### src/logic/restart_seq_cfg.svh
`ifndef RESTART_SEQ_CFG_SVH
`define RESTART_SEQ_CFG_SVH
`define SHORT_HOLD_CYCLES 1024
`define LONG_HOLD_CYCLES 131072
`define OC_PULSE_LIMIT 7
`define QUAL_TIME_NS 30
`define CLK_PERIOD_NS 50
// pulse must stay high strictly longer than the qualify time
`define QUAL_CYCLES ((`QUAL_TIME_NS / `CLK_PERIOD_NS) + 1)
`endif

### src/logic/restart_seq_pkg.sv
package restart_seq_pkg;
  typedef enum {ST_HOLD, ST_WAIT_FB, ST_RUN, ST_BURST_OFF} seq_state_t;
  typedef enum {HOLD_SHORT, HOLD_LONG} hold_kind_t;
endpackage

### src/logic/pulse_qualifier.sv
`timescale 1ns/1ps
`include "restart_seq_cfg.svh"
// asserts a one-cycle pulse once the comparator has stayed high long enough
module pulse_qualifier #(
  parameter int QUAL = `QUAL_CYCLES
) (
  input wire logic clk,
  input wire logic rst,
  input wire logic cmp_in,
  output logic qualified
);
  logic [7:0] run;
  logic [7:0] next_run;
  logic fired;
  logic next_fired;
  logic next_qualified;

  always_comb
  begin
    next_run = run;
    next_fired = fired;
    next_qualified = 1'b0;
    if (!cmp_in)
    begin
      next_run = 8'h00;
      next_fired = 1'b0;
    end
    else if (!fired)
    begin
      if (run + 8'h01 >= 8'(QUAL))
      begin
        next_qualified = 1'b1; // [RULE_10]
        next_fired = 1'b1;
      end
      else
      begin
        next_run = run + 8'h01;
      end
    end
  end

  always_ff @(posedge clk)
  begin
    if (rst)
    begin
      run <= 8'h00;
      fired <= 1'b0;
      qualified <= 1'b0;
    end
    else
    begin
      run <= next_run;
      fired <= next_fired;
      qualified <= next_qualified;
    end
  end
endmodule

### src/logic/llc_restart_fault_sequencer.sv
// Summary of operation
// RULE_01: power-up holds switches off 1024 cycles
// RULE_02: faults and restart hold 131072 cycles
// RULE_03: feedback pull-up asserted during any hold
// RULE_04: hold expiry releases pull-up, starts switching
// RULE_05: first cycle waits for feedback below 2V
// RULE_06: line monitor low or high sense: remote-off
// RULE_07: supply recovery uses only short hold
// RULE_08: seven consecutive low-threshold pulses restart
// RULE_09: single upper-threshold pulse restarts at once
// RULE_10: pulse counts only if over 30 ns
// RULE_11: burst train stops at upper threshold
// RULE_12: burst train restarts at lower threshold
// RULE_13: below upper threshold switch continuously
// RULE_14: hold counters tick at maximum frequency clock
// RULE_15: pulse counter clears on clean cycle, hold
// RULE_16: supply lockout resets whole sequencer
`timescale 1ns/1ps
`include "restart_seq_cfg.svh"
module llc_restart_fault_sequencer #(
  parameter int SHORT_HOLD = `SHORT_HOLD_CYCLES,
  parameter int LONG_HOLD = `LONG_HOLD_CYCLES,
  parameter int OC_LIMIT = `OC_PULSE_LIMIT
) (
  input wire logic CLK,
  input wire logic RST,
  input wire logic MAXIMUM_SWITCHING_FREQUENCY_TICK,
  input wire logic CYCLE_END,
  input wire logic SENSE_LOW_CMP,
  input wire logic SENSE_HIGH_CMP,
  input wire logic LINE_MONITOR_OK,
  input wire logic FB_BELOW_2V,
  input wire logic FREQ_AT_UPPER_BURST,
  input wire logic FREQ_AT_LOWER_BURST,
  output logic FB_PULLUP,
  output logic SWITCH_ENABLE,
  output logic HOLD_LONG_ACTIVE,
  output restart_seq_pkg::seq_state_t STATE
);
  import restart_seq_pkg::*;

  seq_state_t state;
  seq_state_t next_state;
  logic [17:0] hold_cnt;
  logic [17:0] next_hold_cnt;
  logic [17:0] hold_len;
  logic [17:0] next_hold_len;
  logic [3:0] oc_cnt;
  logic [3:0] next_oc_cnt;
  logic seen_pulse;
  logic next_seen_pulse;
  logic low_q;
  logic high_q;
  logic fault;
  logic hold_done;
  logic [17:0] hold_ticks;
  logic [17:0] next_hold_ticks;

  pulse_qualifier u_low_q (
    .clk(CLK),
    .rst(RST),
    .cmp_in(SENSE_LOW_CMP),
    .qualified(low_q)
  );

  pulse_qualifier u_high_q (
    .clk(CLK),
    .rst(RST),
    .cmp_in(SENSE_HIGH_CMP),
    .qualified(high_q)
  );

  assign hold_done = (state == ST_HOLD) && MAXIMUM_SWITCHING_FREQUENCY_TICK && (hold_cnt + 18'h00001 >= hold_len); // [RULE_14]
  assign fault = (state != ST_HOLD) && (high_q || !LINE_MONITOR_OK || // [RULE_06] [RULE_09]
    (low_q && (oc_cnt + 4'h1 >= 4'(OC_LIMIT)))); // [RULE_08]

  always_comb
  begin
    next_state = state;
    next_hold_cnt = hold_cnt;
    next_hold_len = hold_len;
    next_oc_cnt = oc_cnt;
    next_seen_pulse = seen_pulse;
    if (fault)
    begin
      next_state = ST_HOLD;
      next_hold_cnt = 18'h00000;
      next_hold_len = 18'(LONG_HOLD); // [RULE_02]
      next_oc_cnt = 4'h0; // [RULE_15]
      next_seen_pulse = 1'b0;
    end
    else
    begin
      unique case (state)
        ST_HOLD:
        begin
          next_oc_cnt = 4'h0; // [RULE_15]
          next_seen_pulse = 1'b0;
          if (hold_done)
            next_state = ST_WAIT_FB; // [RULE_04]
          else if (MAXIMUM_SWITCHING_FREQUENCY_TICK)
            next_hold_cnt = hold_cnt + 18'h00001; // [RULE_14]
        end
        ST_WAIT_FB:
        begin
          if (FB_BELOW_2V)
            next_state = ST_RUN; // [RULE_05]
        end
        ST_RUN, ST_BURST_OFF:
        begin
          if (low_q)
            next_seen_pulse = 1'b1;
          if (CYCLE_END)
          begin
            if (seen_pulse || low_q)
              next_oc_cnt = oc_cnt + 4'h1;
            else
              next_oc_cnt = 4'h0; // [RULE_15]
            next_seen_pulse = 1'b0;
          end
          if (state == ST_RUN && FREQ_AT_UPPER_BURST)
            next_state = ST_BURST_OFF; // [RULE_11] [RULE_13]
          else if (state == ST_BURST_OFF && FREQ_AT_LOWER_BURST)
            next_state = ST_RUN; // [RULE_12] [RULE_13]
        end
      endcase
    end
  end

  always_ff @(posedge CLK)
  begin
    if (RST)
    begin
      state <= ST_HOLD;
      hold_cnt <= 18'h00000;
      hold_len <= 18'(SHORT_HOLD); // [RULE_01] [RULE_07] [RULE_16]
      oc_cnt <= 4'h0;
      seen_pulse <= 1'b0;
    end
    else
    begin
      state <= next_state;
      hold_cnt <= next_hold_cnt;
      hold_len <= next_hold_len;
      oc_cnt <= next_oc_cnt;
      seen_pulse <= next_seen_pulse;
    end
  end

  // independent tally of ticks seen in the current hold, checked against the hold length
  always_comb
  begin
    next_hold_ticks = 18'h00000;
    if (state == ST_HOLD)
    begin
      next_hold_ticks = hold_ticks;
      if (MAXIMUM_SWITCHING_FREQUENCY_TICK)
        next_hold_ticks = hold_ticks + 18'h00001;
    end
  end

  always_ff @(posedge CLK)
  begin
    if (RST)
      hold_ticks <= 18'h00000;
    else
      hold_ticks <= next_hold_ticks;
  end

  assign FB_PULLUP = (state == ST_HOLD); // [RULE_03]
  assign SWITCH_ENABLE = (state == ST_RUN); // [RULE_04]
  assign HOLD_LONG_ACTIVE = (state == ST_HOLD) && (hold_len == 18'(LONG_HOLD));
  assign STATE = state;
endmodule

### config.mk
export PLATFORM = sky130hd
export DESIGN_NAME = llc_restart_fault_sequencer
export DESIGN_NICKNAME = d
export VERILOG_FILES = /design/src/logic/restart_seq_pkg.sv /design/src/logic/pulse_qualifier.sv /design/src/logic/llc_restart_fault_sequencer.sv
export VERILOG_INCLUDE_DIRS = /design/src /design/src/logic
export SDC_FILE = /design/constraint.sdc
export NUM_CORES = 1
export LEC_CHECK = 0
export ABC_AREA = 1
export BUFFER_PORTS_ARGS = -buffer_cell sky130_fd_sc_hd__buf_4
export CORE_ASPECT_RATIO = 0.9
export CORE_MARGIN = 5
export CORE_UTILIZATION = 60
export DETAILED_ROUTE_END_ITERATION = 16
export GPL_TIMING_DRIVEN = 0
export PLACE_DENSITY = 0.89
export SLEW_MARGIN = 25
export SYNTH_ARGS = -nofsm -noshare
export SYNTH_HDL_FRONTEND = slang
export SYNTH_SLANG_ARGS = --single-unit
### constraint.sdc
create_clock -name CLK -period 4.7 [get_ports CLK]
set_input_delay 0.235 -clock CLK [delete_from_list [all_inputs] [get_ports CLK]]
set_output_delay 0.235 -clock CLK [all_outputs]
set_load 0.03 [all_outputs]
==> results of run 1 <==
registers in the layout (all words and copies together), names as in the netlist, 2 cells and up:
register and flops:
u_low_q.run 8, hold_len 2, oc_cnt 4, hold_cnt 18, u_high_q.run 8, STATE 2
cells in the mapped netlist, types with 2 or more instances:
cell / number
sky130_fd_sc_hd__nand2_1: 97
sky130_fd_sc_hd__inv_1: 66
sky130_fd_sc_hd__nor2_1: 55
sky130_fd_sc_hd__dfxtp_1: 47
sky130_fd_sc_hd__buf_4: 30
sky130_fd_sc_hd__nand3_1: 27
sky130_fd_sc_hd__nand4_1: 17
sky130_fd_sc_hd__nor2_2: 17
sky130_fd_sc_hd__xor2_1: 15
sky130_fd_sc_hd__a21oi_1: 14
sky130_fd_sc_hd__ha_1: 10
sky130_fd_sc_hd__o21ai_0: 8
sky130_fd_sc_hd__nor3_1: 6
sky130_fd_sc_hd__nand2_2: 3
sky130_fd_sc_hd__nor2_4: 3
sky130_fd_sc_hd__clkbuf_1: 2
sky130_fd_sc_hd__clkinv_1: 2
sky130_fd_sc_hd__nand2_4: 2
sky130_fd_sc_hd__nand3_2: 2
sky130_fd_sc_hd__o21ai_1: 2
sky130_fd_sc_hd__o41ai_1: 2
where the power goes:
group / switching (mW) / internal [mW] / leakage [nW]
clock: 0.140 / 0.156 / 0.0502
combinational: 0.390 / 0.216 / 1.21
sequential: 0.0442 / 0.444 / 0.383
total: 0.574 / 0.815 / 1.65
final cells by class:
class                           count  area [sq um]  area share (%)
Clock buffer                        5          68.8            2.03
Buffer                             35           269            7.93
Sequential cell                    47           941            27.7
Clock inverter                      2          37.5            1.11
Inverter                           69           259            7.64
Tap cell                           65          81.3            2.40
Multi-Input combinational cell    319          1630            48.1
Timing Repair Buffer               14           105            3.10
critical path, stage by stage, from the launching register on:
cell,delay [ps]
sky130_fd_sc_hd__dfxtp_1,420
sky130_fd_sc_hd__ha_1,260
sky130_fd_sc_hd__nand2_1,90
sky130_fd_sc_hd__nor2_2,160
sky130_fd_sc_hd__nand2_2,100
sky130_fd_sc_hd__nor2_1,140
sky130_fd_sc_hd__xor2_1,110
sky130_fd_sc_hd__ha_1,300
sky130_fd_sc_hd__nand2_1,60
sky130_fd_sc_hd__nor2_1,130
sky130_fd_sc_hd__nand3_1,100
sky130_fd_sc_hd__nor2_1,150
sky130_fd_sc_hd__nand3_2,230
sky130_fd_sc_hd__nand3_2,160
sky130_fd_sc_hd__buf_2,260
sky130_fd_sc_hd__nand2_1,90
sky130_fd_sc_hd__nand2_1,60
sky130_fd_sc_hd__nor2_1,50
metal layers:
layer	vias up	track usage, %	wire length [um]
met3	17	3.54	328
li1	1408	-	-
met1	1172	23.1	2650
met4	0	6.80	125
met2	78	34.5	3020
met5	-	0	0
worst max-delay path by stage:
stage                                          end                      from  cells after the start  slack, ps
after global routing      hold_cnt[0]$_SDFFE_PP0P_  hold_cnt[1]$_SDFFE_PP0P_                     17       1470
after global placement    hold_cnt[0]$_SDFFE_PP0P_  hold_cnt[1]$_SDFFE_PP0P_                     17       1960
after detailed placement  hold_cnt[7]$_SDFFE_PP0P_  hold_cnt[1]$_SDFFE_PP0P_                     17       1860
after CTS                 hold_cnt[7]$_SDFFE_PP0P_  hold_cnt[1]$_SDFFE_PP0P_                     17       1820
after floorplan           hold_cnt[0]$_SDFFE_PP0P_  hold_cnt[2]$_SDFFE_PP0P_                     18       2290
final                     hold_cnt[7]$_SDFFE_PP0P_  hold_cnt[1]$_SDFFE_PP0P_                     17       1740
cell families after synthesis:
logic type | Yosys count | share of synthesized area, %
and+or+nand+nor | 234 | 36.4
buffers and inverters | 104 | 17.7
DFF | 47 | 31.5
AOI/OAI and AO/OA | 29 | 5.44
xor gates and xnor gates | 16 | 4.69
adders and majority gates | 10 | 4.18
other | 1 | 0.125
through the flow:
step	total power [mW]	instance area, sq um	utilization [%]	hold slack (ps)
2_1_floorplan	0.974	3100	-	304
3_3_place_gp	1.08	3290	68.0	394
3_5_place_dp	1.10	3290	68.0	400
4_1_cts	1.39	3390	70.2	80.6
5_1_grt	1.49	3390	70.2	79.9
6_report	1.39	3390	70.2	84.7
==> impl_metrics.tcl, run 1 <==
set metrics [dict create \
    maxSlewViolCount 0 \
    routed_wire_length_per_instance_um 11.0 \
    grt_start_max_net_pins 15 \
    worstSetupPathType "flop to flop" \
    setup_slack_ps 1740 \
    post_cts.resized_instances 0 \
    clk_pin_slew_ps 90 \
    power.static_leakage_nw 1.65 \
    class_of_the_worst_hold_path "input pin to flop" \
    postCtsSetupBuffers 0 \
    final-instance-count-excl-fill 556 \
    hold_path_startpoint "RST" \
    sort_of_element_at_the_end_of_the_critical_path "flop" \
    worst_skew_pair.late_latency_ps 300 \
    gpl.final_weighted_congestion 0.889 \
    drive_gt1_share_pct 17.3 \
    holdBufCountCts 0 \
    fp-row-count 24 \
    htree_levels 2 \
    warnings_synthesis 0 \
    antenna_found_initial 0 \
    clock_skew_ps 7.22 \
    clock_tree.buffer_depth 2 \
    die_h_um 77.0 \
    count_of_maximum_capacitance_violations 0 \
    worst_min_delay_path_endpoint "hold_len[17]$_SDFFE_PP0P_" \
    first_global_vias 2518 \
    worst_slew_pin_slew_ps 517 \
    dp_slack_ps 1860 \
    dpl.cell_count 549 \
    hold-path-cell-count 2 \
    power.density_cell_area_nw_per_um2 410 \
    hpwl_after_detailed_placement_um 4780 \
    final_antenna_net_count 0 \
    clockRootBuffer "sky130_fd_sc_hd__clkbuf_8" \
    reg2regPathDepth 17 \
    final-hold-violation-count 0 \
    clock.fmax_ghz 0.338 \
    cts.sink_count 47 \
    syn-instance-count 441 \
    yosysUniqueCellTypes 35 \
    crit_fanout 10 \
    areaGrowthSynthToFinish_pct 13.4 \
    timing.critical_path.from_type "flop" \
    rsz0062_at_grt "false" \
    via_count 2675 \
    finalSetupViolations 0 \
    fp.dieArea_sq_um 6500 \
    final_cell_mix "sky130_fd_sc_hd__nand2_1, sky130_fd_sc_hd__inv_1, sky130_fd_sc_hd__nor2_1" \
    overflow 0 \
    timing.max_slew.rel_slack_pct 65.6 \
    layout.cells.most_common "sky130_fd_sc_hd__nand2_1" \
    totalWireLength_um 6130 \
    final_net_count 511 \
    vdd_ir_drop_max_mv 0.279 \
    core-area_sq_um 4830 \
    launch_point_of_the_worst_reg_to_reg_path "hold_cnt[1]$_SDFFE_PP0P_" \
    run_status "completed" \
    synth_top_area_cell "sky130_fd_sc_hd__dfxtp_1" \
    finalWorstPathRequiredPeriod_ps 2960 \
    floorplan.die.width_um 84.4 \
    syn-cell-area_sq_um 2990 \
    buffers_added_on_ports 14 \
    layout.filler_cells 379 \
    detailedRoute.firstPassIterationCount 4 \
    tritoncts "yes" \
    worst-endpoint-arrival_ps 3170 \
    io_pins 45 \
    grt_pass1_wl_um 10500 \
    viasPerCell 4.81 \
    part_of_the_yosys_area_used_for_sequential_elements_pct 31.5 \
    postSynthRegisterBits 47 \
    final_period_util_pct 63.0 \
    initial_core_util_pct 61.9 \
    yosys-top-cells-area "sky130_fd_sc_hd__dfxtp_1, sky130_fd_sc_hd__nand2_1, sky130_fd_sc_hd__inv_1, sky130_fd_sc_hd__buf_4, sky130_fd_sc_hd__nor2_1" \
    globalRouteTotalUtil_pct 19.3 \
    critical_path.reg2reg.endpoint "hold_cnt[7]$_SDFFE_PP0P_" \
    critical_path_required_ps 4910 \
    cts-buffers-inserted 5 \
    synthArstFlopShare_pct 0 \
    tns_ps 0 \
    initialDrtViolationCount 161 \
    synthDominantCellAreaShare_pct 31.5 \
    synth_enable_flop_cells 0 \
    mean_area_per_synthesized_cell_sq_um 6.78 \
    reg2reg_slack_ps 1740 \
    route.detailed.drc 0 \
    diodes 0 \
    synth_flop_cell "sky130_fd_sc_hd__dfxtp_1" \
]
(Power assumes the default switching activity.)
==> run 2, diff against run 1 <==
- CORE_UTILIZATION: 60 -> 52
- PLACE_DENSITY: 0.89 -> 0.83
- clock period: 4.7 -> 2.5 ns (I/O delays scaled with it)
==> run 2 against run 1 <==
Net effect:
- count of clock-buffer cells in the layout unchanged
- worst setup slack worse by 1700 ps
- design area up 13%
- largest cell class unchanged
- global-route usage down 1.3 points
- first-iteration DRC count up 120%
- via count up 12%
- sequential power up 92%
- clock power up 64%
==> impl_metrics.tcl, run 2 (same netlist as run 1, synthesis figures left out) <==
set metrics [dict create \
    critical_path.top_delay_family "simple AND/OR/NAND/NOR gates" \
    cts-buffers-inserted 5 \
    comb_power_share_pct 52.7 \
    fp-row-count 26 \
    final-hold-violation-count 0 \
    final_net_count 535 \
    totalWireLength_um 7380 \
    net-switching-power_mw 1.31 \
    drive_gt1_share_pct 30.2 \
    cts.sink_count 47 \
    clock.fmax_ghz 0.403 \
    worst_hold_slack_ps 81.8 \
    top_regs "hold_cnt x18, u_high_q.run x8, u_low_q.run x8" \
    buffers_added_on_ports 14 \
    timing.max_slew.rel_slack_pct 66.1 \
    largest_register_ff_count 18 \
    globalRouteTotalUtil_pct 18.1 \
    timing.critical_path.from_type "flop" \
    viasPerCell 5.11 \
    class_of_the_worst_hold_path "input pin to flop" \
    sort_of_element_at_the_end_of_the_critical_path "flop" \
    worst_skew_pair.late_latency_ps 310 \
    clock_tree.buffer_depth 2 \
    max_flop_register "hold_cnt" \
    vdd_ir_drop_max_mv 0.663 \
    grt_start_max_net_pins 17 \
    tritoncts "yes" \
    rsz0062_at_grt "true" \
    power.density_cell_area_nw_per_um2 787 \
    worst-endpoint-arrival_ps 2730 \
    critPathBufInv 2 \
    power.static_leakage_nw 1.81 \
    core-area_sq_um 5630 \
    count_of_maximum_capacitance_violations 0 \
    worst_slew_pin_slew_ps 509 \
    routed_wire_length_per_instance_um 12.6 \
    seq_power_share_pct 31.1 \
    internal_power_mw 1.70 \
    highest_signal_layer "met4" \
    clock_skew_ps 9.54 \
    postLayoutCoreUtil_pct 67.9 \
    reg2reg_slack_ps 20 \
    met1Wirelength_um 2920 \
    antenna_found_initial 0 \
    maxSlewViolCount 0 \
    die_h_um 81.9 \
    clk_pin_slew_ps 100 \
    areaGrowthSynthToFinish_pct 27.8 \
    hpwl_after_detailed_placement_um 4680 \
    met3_wirelength_um 539 \
    final_cell_mix "sky130_fd_sc_hd__nand2_1, sky130_fd_sc_hd__buf_4, sky130_fd_sc_hd__inv_1" \
    worstSetupPathType "flop to flop" \
    initial_core_util_pct 53.1 \
    gpl.final_weighted_congestion 0.863 \
    overflow 0 \
    io_pins 45 \
    timing.critical_path.slowest_stage_cell "sky130_fd_sc_hd__dfxtp_4" \
    finalWorstPathRequiredPeriod_ps 2480 \
    detailroute.wirelength.met2_um 3660 \
    htree_levels 2 \
    clockRootBuffer "sky130_fd_sc_hd__clkbuf_8" \
    floorplan.die.width_um 89.9 \
    route.detailed.drc 0 \
    via_count 2995 \
    crit_fanout 6 \
    crit_chain "ha_4, nand2_2, nor2_4, nand2_2, nor2_4, xor2_2, ha_4, nand2_1, nor2_1, nand3_1, nor2_2, nand3_2, nand3_4, buf_8, clkbuf_16, nor2_4, nor2_1" \
    max_stage_delay_ps 390 \
    fp.dieArea_sq_um 7370 \
    initialDrtViolationCount 352 \
    finalSetupViolations 0 \
    diodes 0 \
    path_common_cell "sky130_fd_sc_hd__nor2_4" \
    first_global_vias 2675 \
    detailedRoute.firstPassIterationCount 7 \
    power.share.switching_pct 43.6 \
    run_status "completed" \
    layout.cells.most_common "sky130_fd_sc_hd__nand2_1" \
    critical_path_required_ps 2750 \
    p_clk_share_pct 16.2 \
    final_antenna_net_count 0 \
    final_period_util_pct 99.3 \
    grt_pass1_wl_um 11100 \
]
run 2: changes by cell type in the layout (fill, tap and decap cells not counted), sizes merged:
cell         change
clkinv           +1
clkbuf           +1
dlygate4sd3      +1
bufinv           -1
inv              +2
clkinvlp         -1
buf             +22
run 2: worst paths after layout:
path | start | endpoint | cells past startpoint
setup reg to reg | hold_cnt[1]$_SDFFE_PP0P_ | hold_cnt[11]$_SDFFE_PP0P_ | 17
setup / recovery | hold_cnt[1]$_SDFFE_PP0P_ | hold_cnt[11]$_SDFFE_PP0P_ | 17
hold reg to reg | u_low_q.fired$_SDFF_PP0_ | u_low_q.qualified$_SDFF_PP0_ | 1
hold / removal | SENSE_HIGH_CMP | u_high_q.run[0]$_SDFFE_PP0P_ | 3
run 2: what timing repair did:
item                       CTS  global route
hold buffers                 1             0
cloned                       1             1
resized for setup           27            45
buffers inserted            11            10
pin swaps                   13            33
setup endpoints to repair   18            21
hold endpoints to repair     1             0
run 2: area by class of cell:
| type | count | area, sq um |
|---|---|---|
| fillers | 432 | 1810 |
| plain buffers | 35 | 280 |
| clock inverters | 3 | 22.5 |
| inverters | 69 | 262 |
| flip-flops and latches | 47 | 967 |
| multi-input cells | 319 | 1800 |
| clock buffers | 5 | 68.8 |
| repair buffers | 38 | 338 |
| well taps | 70 | 87.6 |
run 2: stage by stage:
step | area [sq um] | setup slack, ps | power [mW] | instances | TNS, ps
2_1_floorplan | 3100 | 85.0 | 1.83 | 470 | 0
3_3_place_gp | 3290 | -185 | 2.03 | 554 | -2330
3_5_place_dp | 3290 | -281 | 2.06 | 554 | -3760
4_1_cts | 3590 | -15.2 | 2.71 | 575 | -38.0
5_1_grt | 3820 | -148 | 3.19 | 586 | -1940
6_report | 3820 | 18.4 | 3.01 | 586 | 0
run 2: metal layers:
layer  track usage (%)  up-vias
li1                  -     1459
met1              20.8     1346
met2              33.3      151
met3              4.03       39
met4              6.55        0
met5                 0        -
run 2: worst min-delay path, stage by stage:
cell and delay (ps):
sky130_fd_sc_hd__buf_4 80, sky130_fd_sc_hd__nand2_1 60, sky130_fd_sc_hd__nor2_1 90
run 2: power by group through the flow:
stage,clock [mW],combinational (mW),sequential [mW]
detailed placement,0,1.13,0.928
CTS,0.486,1.31,0.918
global route,0.540,1.70,0.946
global placement,0,1.10,0.926
finish,0.486,1.59,0.935
floorplan,0,0.905,0.925
==> run 3, diff against run 2 <==
- SETUP_SLACK_MARGIN: default -> 0.05
==> run 3 against run 2 <==
Net effect:
- largest cell class unchanged
- maximum frequency fell by 0.88%
- the run now ends with setup timing left
- worst setup slack got worse by 22 ps
- combinational power rose by 6%
- sequential power barely moved
- total power rose by 3.4%
- critical endpoint is now hold_cnt[16]$_SDFFE_PP0P_
- utilization rose by 1.4 points
- flip-flop and latch count did not move
- wire length rose by 2.4%
- non-clock buffer count rose by 1
- via count fell by 0.67%
- clock skew fell by 2.4 ps
- worst hold slack improved by 1.3 ps
==> impl_metrics.tcl, run 3 (same netlist as run 1, synthesis figures left out) <==
set metrics [dict create \
    cts-buffers-inserted 5 \
    timing.critical_path.from_type "flop" \
    reg2reg_slack_ps -4 \
    power.density_cell_area_nw_per_um2 797 \
    global_route.usage.met1_pct 21.3 \
    largest_register_ff_count 18 \
    cts.sink_count 47 \
    core-area_sq_um 5630 \
    crit_chain "ha_4, nand2_4, nor2_4, nand2_2, nor2_4, xor2_2, ha_2, nand2_1, nor2_1, nand3_1, nor2_1, nand3_2, nand3_4, bufbuf_16, nand2_1, inv_1, nor2_1" \
    final_cell_mix "sky130_fd_sc_hd__nand2_1, sky130_fd_sc_hd__buf_4, sky130_fd_sc_hd__inv_1" \
    post-route-cell-area_sq_um 3900 \
    violations_in_the_final_reports "setup timing" \
    initialDrtViolationCount 213 \
    routed_wire_length_per_instance_um 12.9 \
    clk_pin_slew_ps 90 \
    timing.critical_path.slowest_stage_cell "sky130_fd_sc_hd__dfxtp_4" \
    setup_slack_ps -3.64 \
    crit_fanout 5 \
    fp.dieArea_sq_um 7370 \
    fp-row-count 26 \
    gpl.final_weighted_congestion 0.863 \
    hold_path_startpoint "SENSE_HIGH_CMP" \
    route.detailed.drc 0 \
    floorplan.die.width_um 89.9 \
    launch_point_of_the_worst_reg_to_reg_path "hold_cnt[0]$_SDFFE_PP0P_" \
    max_stage_delay_ps 400 \
    worstSetupPathType "flop to flop" \
    grt_start_max_net_pins 17 \
    viasPerCell 5.07 \
    top_regs "hold_cnt x18, u_high_q.run x8, u_low_q.run x8" \
    p_clk_share_pct 15.4 \
    clock_tree.buffer_depth 2 \
    clock.fmax_ghz 0.399 \
    critical_path.reg2reg.endpoint "hold_cnt[16]$_SDFFE_PP0P_" \
    critical_path_required_ps 2700 \
    finalSetupViolations 2 \
    final_net_count 536 \
    antenna_found_initial 0 \
    class_of_the_worst_hold_path "input pin to flop" \
    overflow 0 \
    globalRouteMet2Util_pct 34.9 \
    rsz0062_at_grt "true" \
    clockRootBuffer "sky130_fd_sc_hd__clkbuf_8" \
    htree_levels 2 \
    die_h_um 81.9 \
    final_period_util_pct 100 \
    timing.max_slew.rel_slack_pct 63.7 \
    buffers_added_on_ports 14 \
    maxSlewViolCount 0 \
    net-switching-power_mw 1.34 \
    sort_of_element_at_the_end_of_the_critical_path "flop" \
    globalRouteTotalUtil_pct 18.8 \
    initial_core_util_pct 53.1 \
    power.share.switching_pct 43.3 \
    worst_slew_pin_slew_ps 544 \
    hold-path-cell-count 3 \
    final-hold-violation-count 0 \
    max_flop_register "hold_cnt" \
    postLayoutCoreUtil_pct 69.3 \
    clock_skew_ps 7.16 \
    via_count 2975 \
    internal_power_mw 1.76 \
    drive_gt1_share_pct 32.1 \
    run_status "finished, violations left" \
    hpwl_after_detailed_placement_um 4680 \
    finalWorstPathRequiredPeriod_ps 2500 \
    multi_input_comb_area_sq_um 1860 \
    busiest_layer "met2" \
    finalPower_mw 3.11 \
    vdd_ir_drop_max_mv 0.653 \
    areaGrowthSynthToFinish_pct 30.4 \
    combined_flip_flop_and_latch_cell_area_sq_um 967 \
    dp_slack_ps -281 \
    totalWireLength_um 7550 \
    seq_power_share_pct 30.2 \
    tritoncts "yes" \
    path_common_cell "sky130_fd_sc_hd__nor2_1" \
    detailedRoute.firstPassIterationCount 5 \
    comb_power_share_pct 54.5 \
    reg2regPathDepth 17 \
    met3_usage_pct 3.75 \
    grt_pass1_wl_um 11400 \
    worst_min_delay_path_endpoint "u_high_q.run[0]$_SDFFE_PP0P_" \
    post_place_instance_area_sq_um 3290 \
    diodes 0 \
    final_antenna_net_count 0 \
    io_pins 45 \
    layout.filler_cells 436 \
    first_global_vias 2733 \
    worst-endpoint-arrival_ps 2700 \
    count_of_maximum_capacitance_violations 0 \
    power.static_leakage_nw 1.88 \
    layout.cells.most_common "sky130_fd_sc_hd__nand2_1" \
    worst_skew_pair.late_latency_ps 300 \
]
-- run 3: worst max path at each step --
| stage | slack, ps | cells after the start | to | start |
|---|---|---|---|---|
| after floorplan | 90 | 18 | hold_cnt[0]$_SDFFE_PP0P_ | hold_cnt[2]$_SDFFE_PP0P_ |
| after global placement | -190 | 17 | hold_cnt[13]$_SDFFE_PP0P_ | hold_cnt[1]$_SDFFE_PP0P_ |
| after detailed placement | -280 | 17 | hold_cnt[0]$_SDFFE_PP0P_ | hold_cnt[1]$_SDFFE_PP0P_ |
| after CTS | 30 | 19 | hold_cnt[0]$_SDFFE_PP0P_ | hold_cnt[4]$_SDFFE_PP0P_ |
| after global routing | -160 | 19 | hold_cnt[7]$_SDFFE_PP0P_ | hold_cnt[7]$_SDFFE_PP0P_ |
| final | -4 | 17 | hold_cnt[16]$_SDFFE_PP0P_ | hold_cnt[0]$_SDFFE_PP0P_ |
-- run 3: layout make-up --
| cell class | count | area share, % |
|---|---|---|
| multi-input cells | 319 | 47.7 |
| plain buffers | 34 | 6.77 |
| flip-flops and latches | 47 | 24.8 |
| clock inverters | 3 | 0.577 |
| repair buffers | 40 | 9.46 |
| well taps | 70 | 2.25 |
| inverters | 69 | 6.71 |
| clock buffers | 5 | 1.76 |
-- run 3: metal layers --
layer | part of all wire, % | wire (um)
met1 | 38 | 2830
met2 | 53 | 3990
met3 | 6.7 | 507
met4 | 3.0 | 223
met5 | 0 | 0
-- run 3: power by group through the flow --
stage	registers [mW]	logic, mW	clock network (mW)
detailed placement	0.928	1.13	0
floorplan	0.925	0.905	0
global route	0.950	1.80	0.537
finish	0.938	1.69	0.477
CTS	0.921	1.47	0.486
global placement	0.926	1.10	0
-- run 3: stage by stage --
stage	instances	hold slack, ps	TNS [ps]
after floorplan	470	194	0
after global placement	554	300	-2330
after detailed placement	554	307	-3760
after CTS	582	72.0	0
after global routing	587	79.7	-2320
final	587	83.1	-5.70
-- run 3: critical path, delay by kind of cell (launching register included) --
| kind | cells | cell delay [ps] |
|---|---|---|
| flip-flops | 1 | 400 |
| adder cells (fa/ha/maj) | 2 | 490 |
| buffers and inverters | 2 | 330 |
| AND/OR/NAND/NOR | 12 | 1100 |
| XOR/XNOR | 1 | 90 |
-- run 3: timing repair --
item                                    4_1_cts  5_1_grt
gates cloned                                  2        1
resized for setup                            42       50
setup buffers                                17        6
endpoints found under the setup margin       19       21
hold buffers                                  1        0
pin swaps                                    19       23
endpoints found under the hold margin         1        0
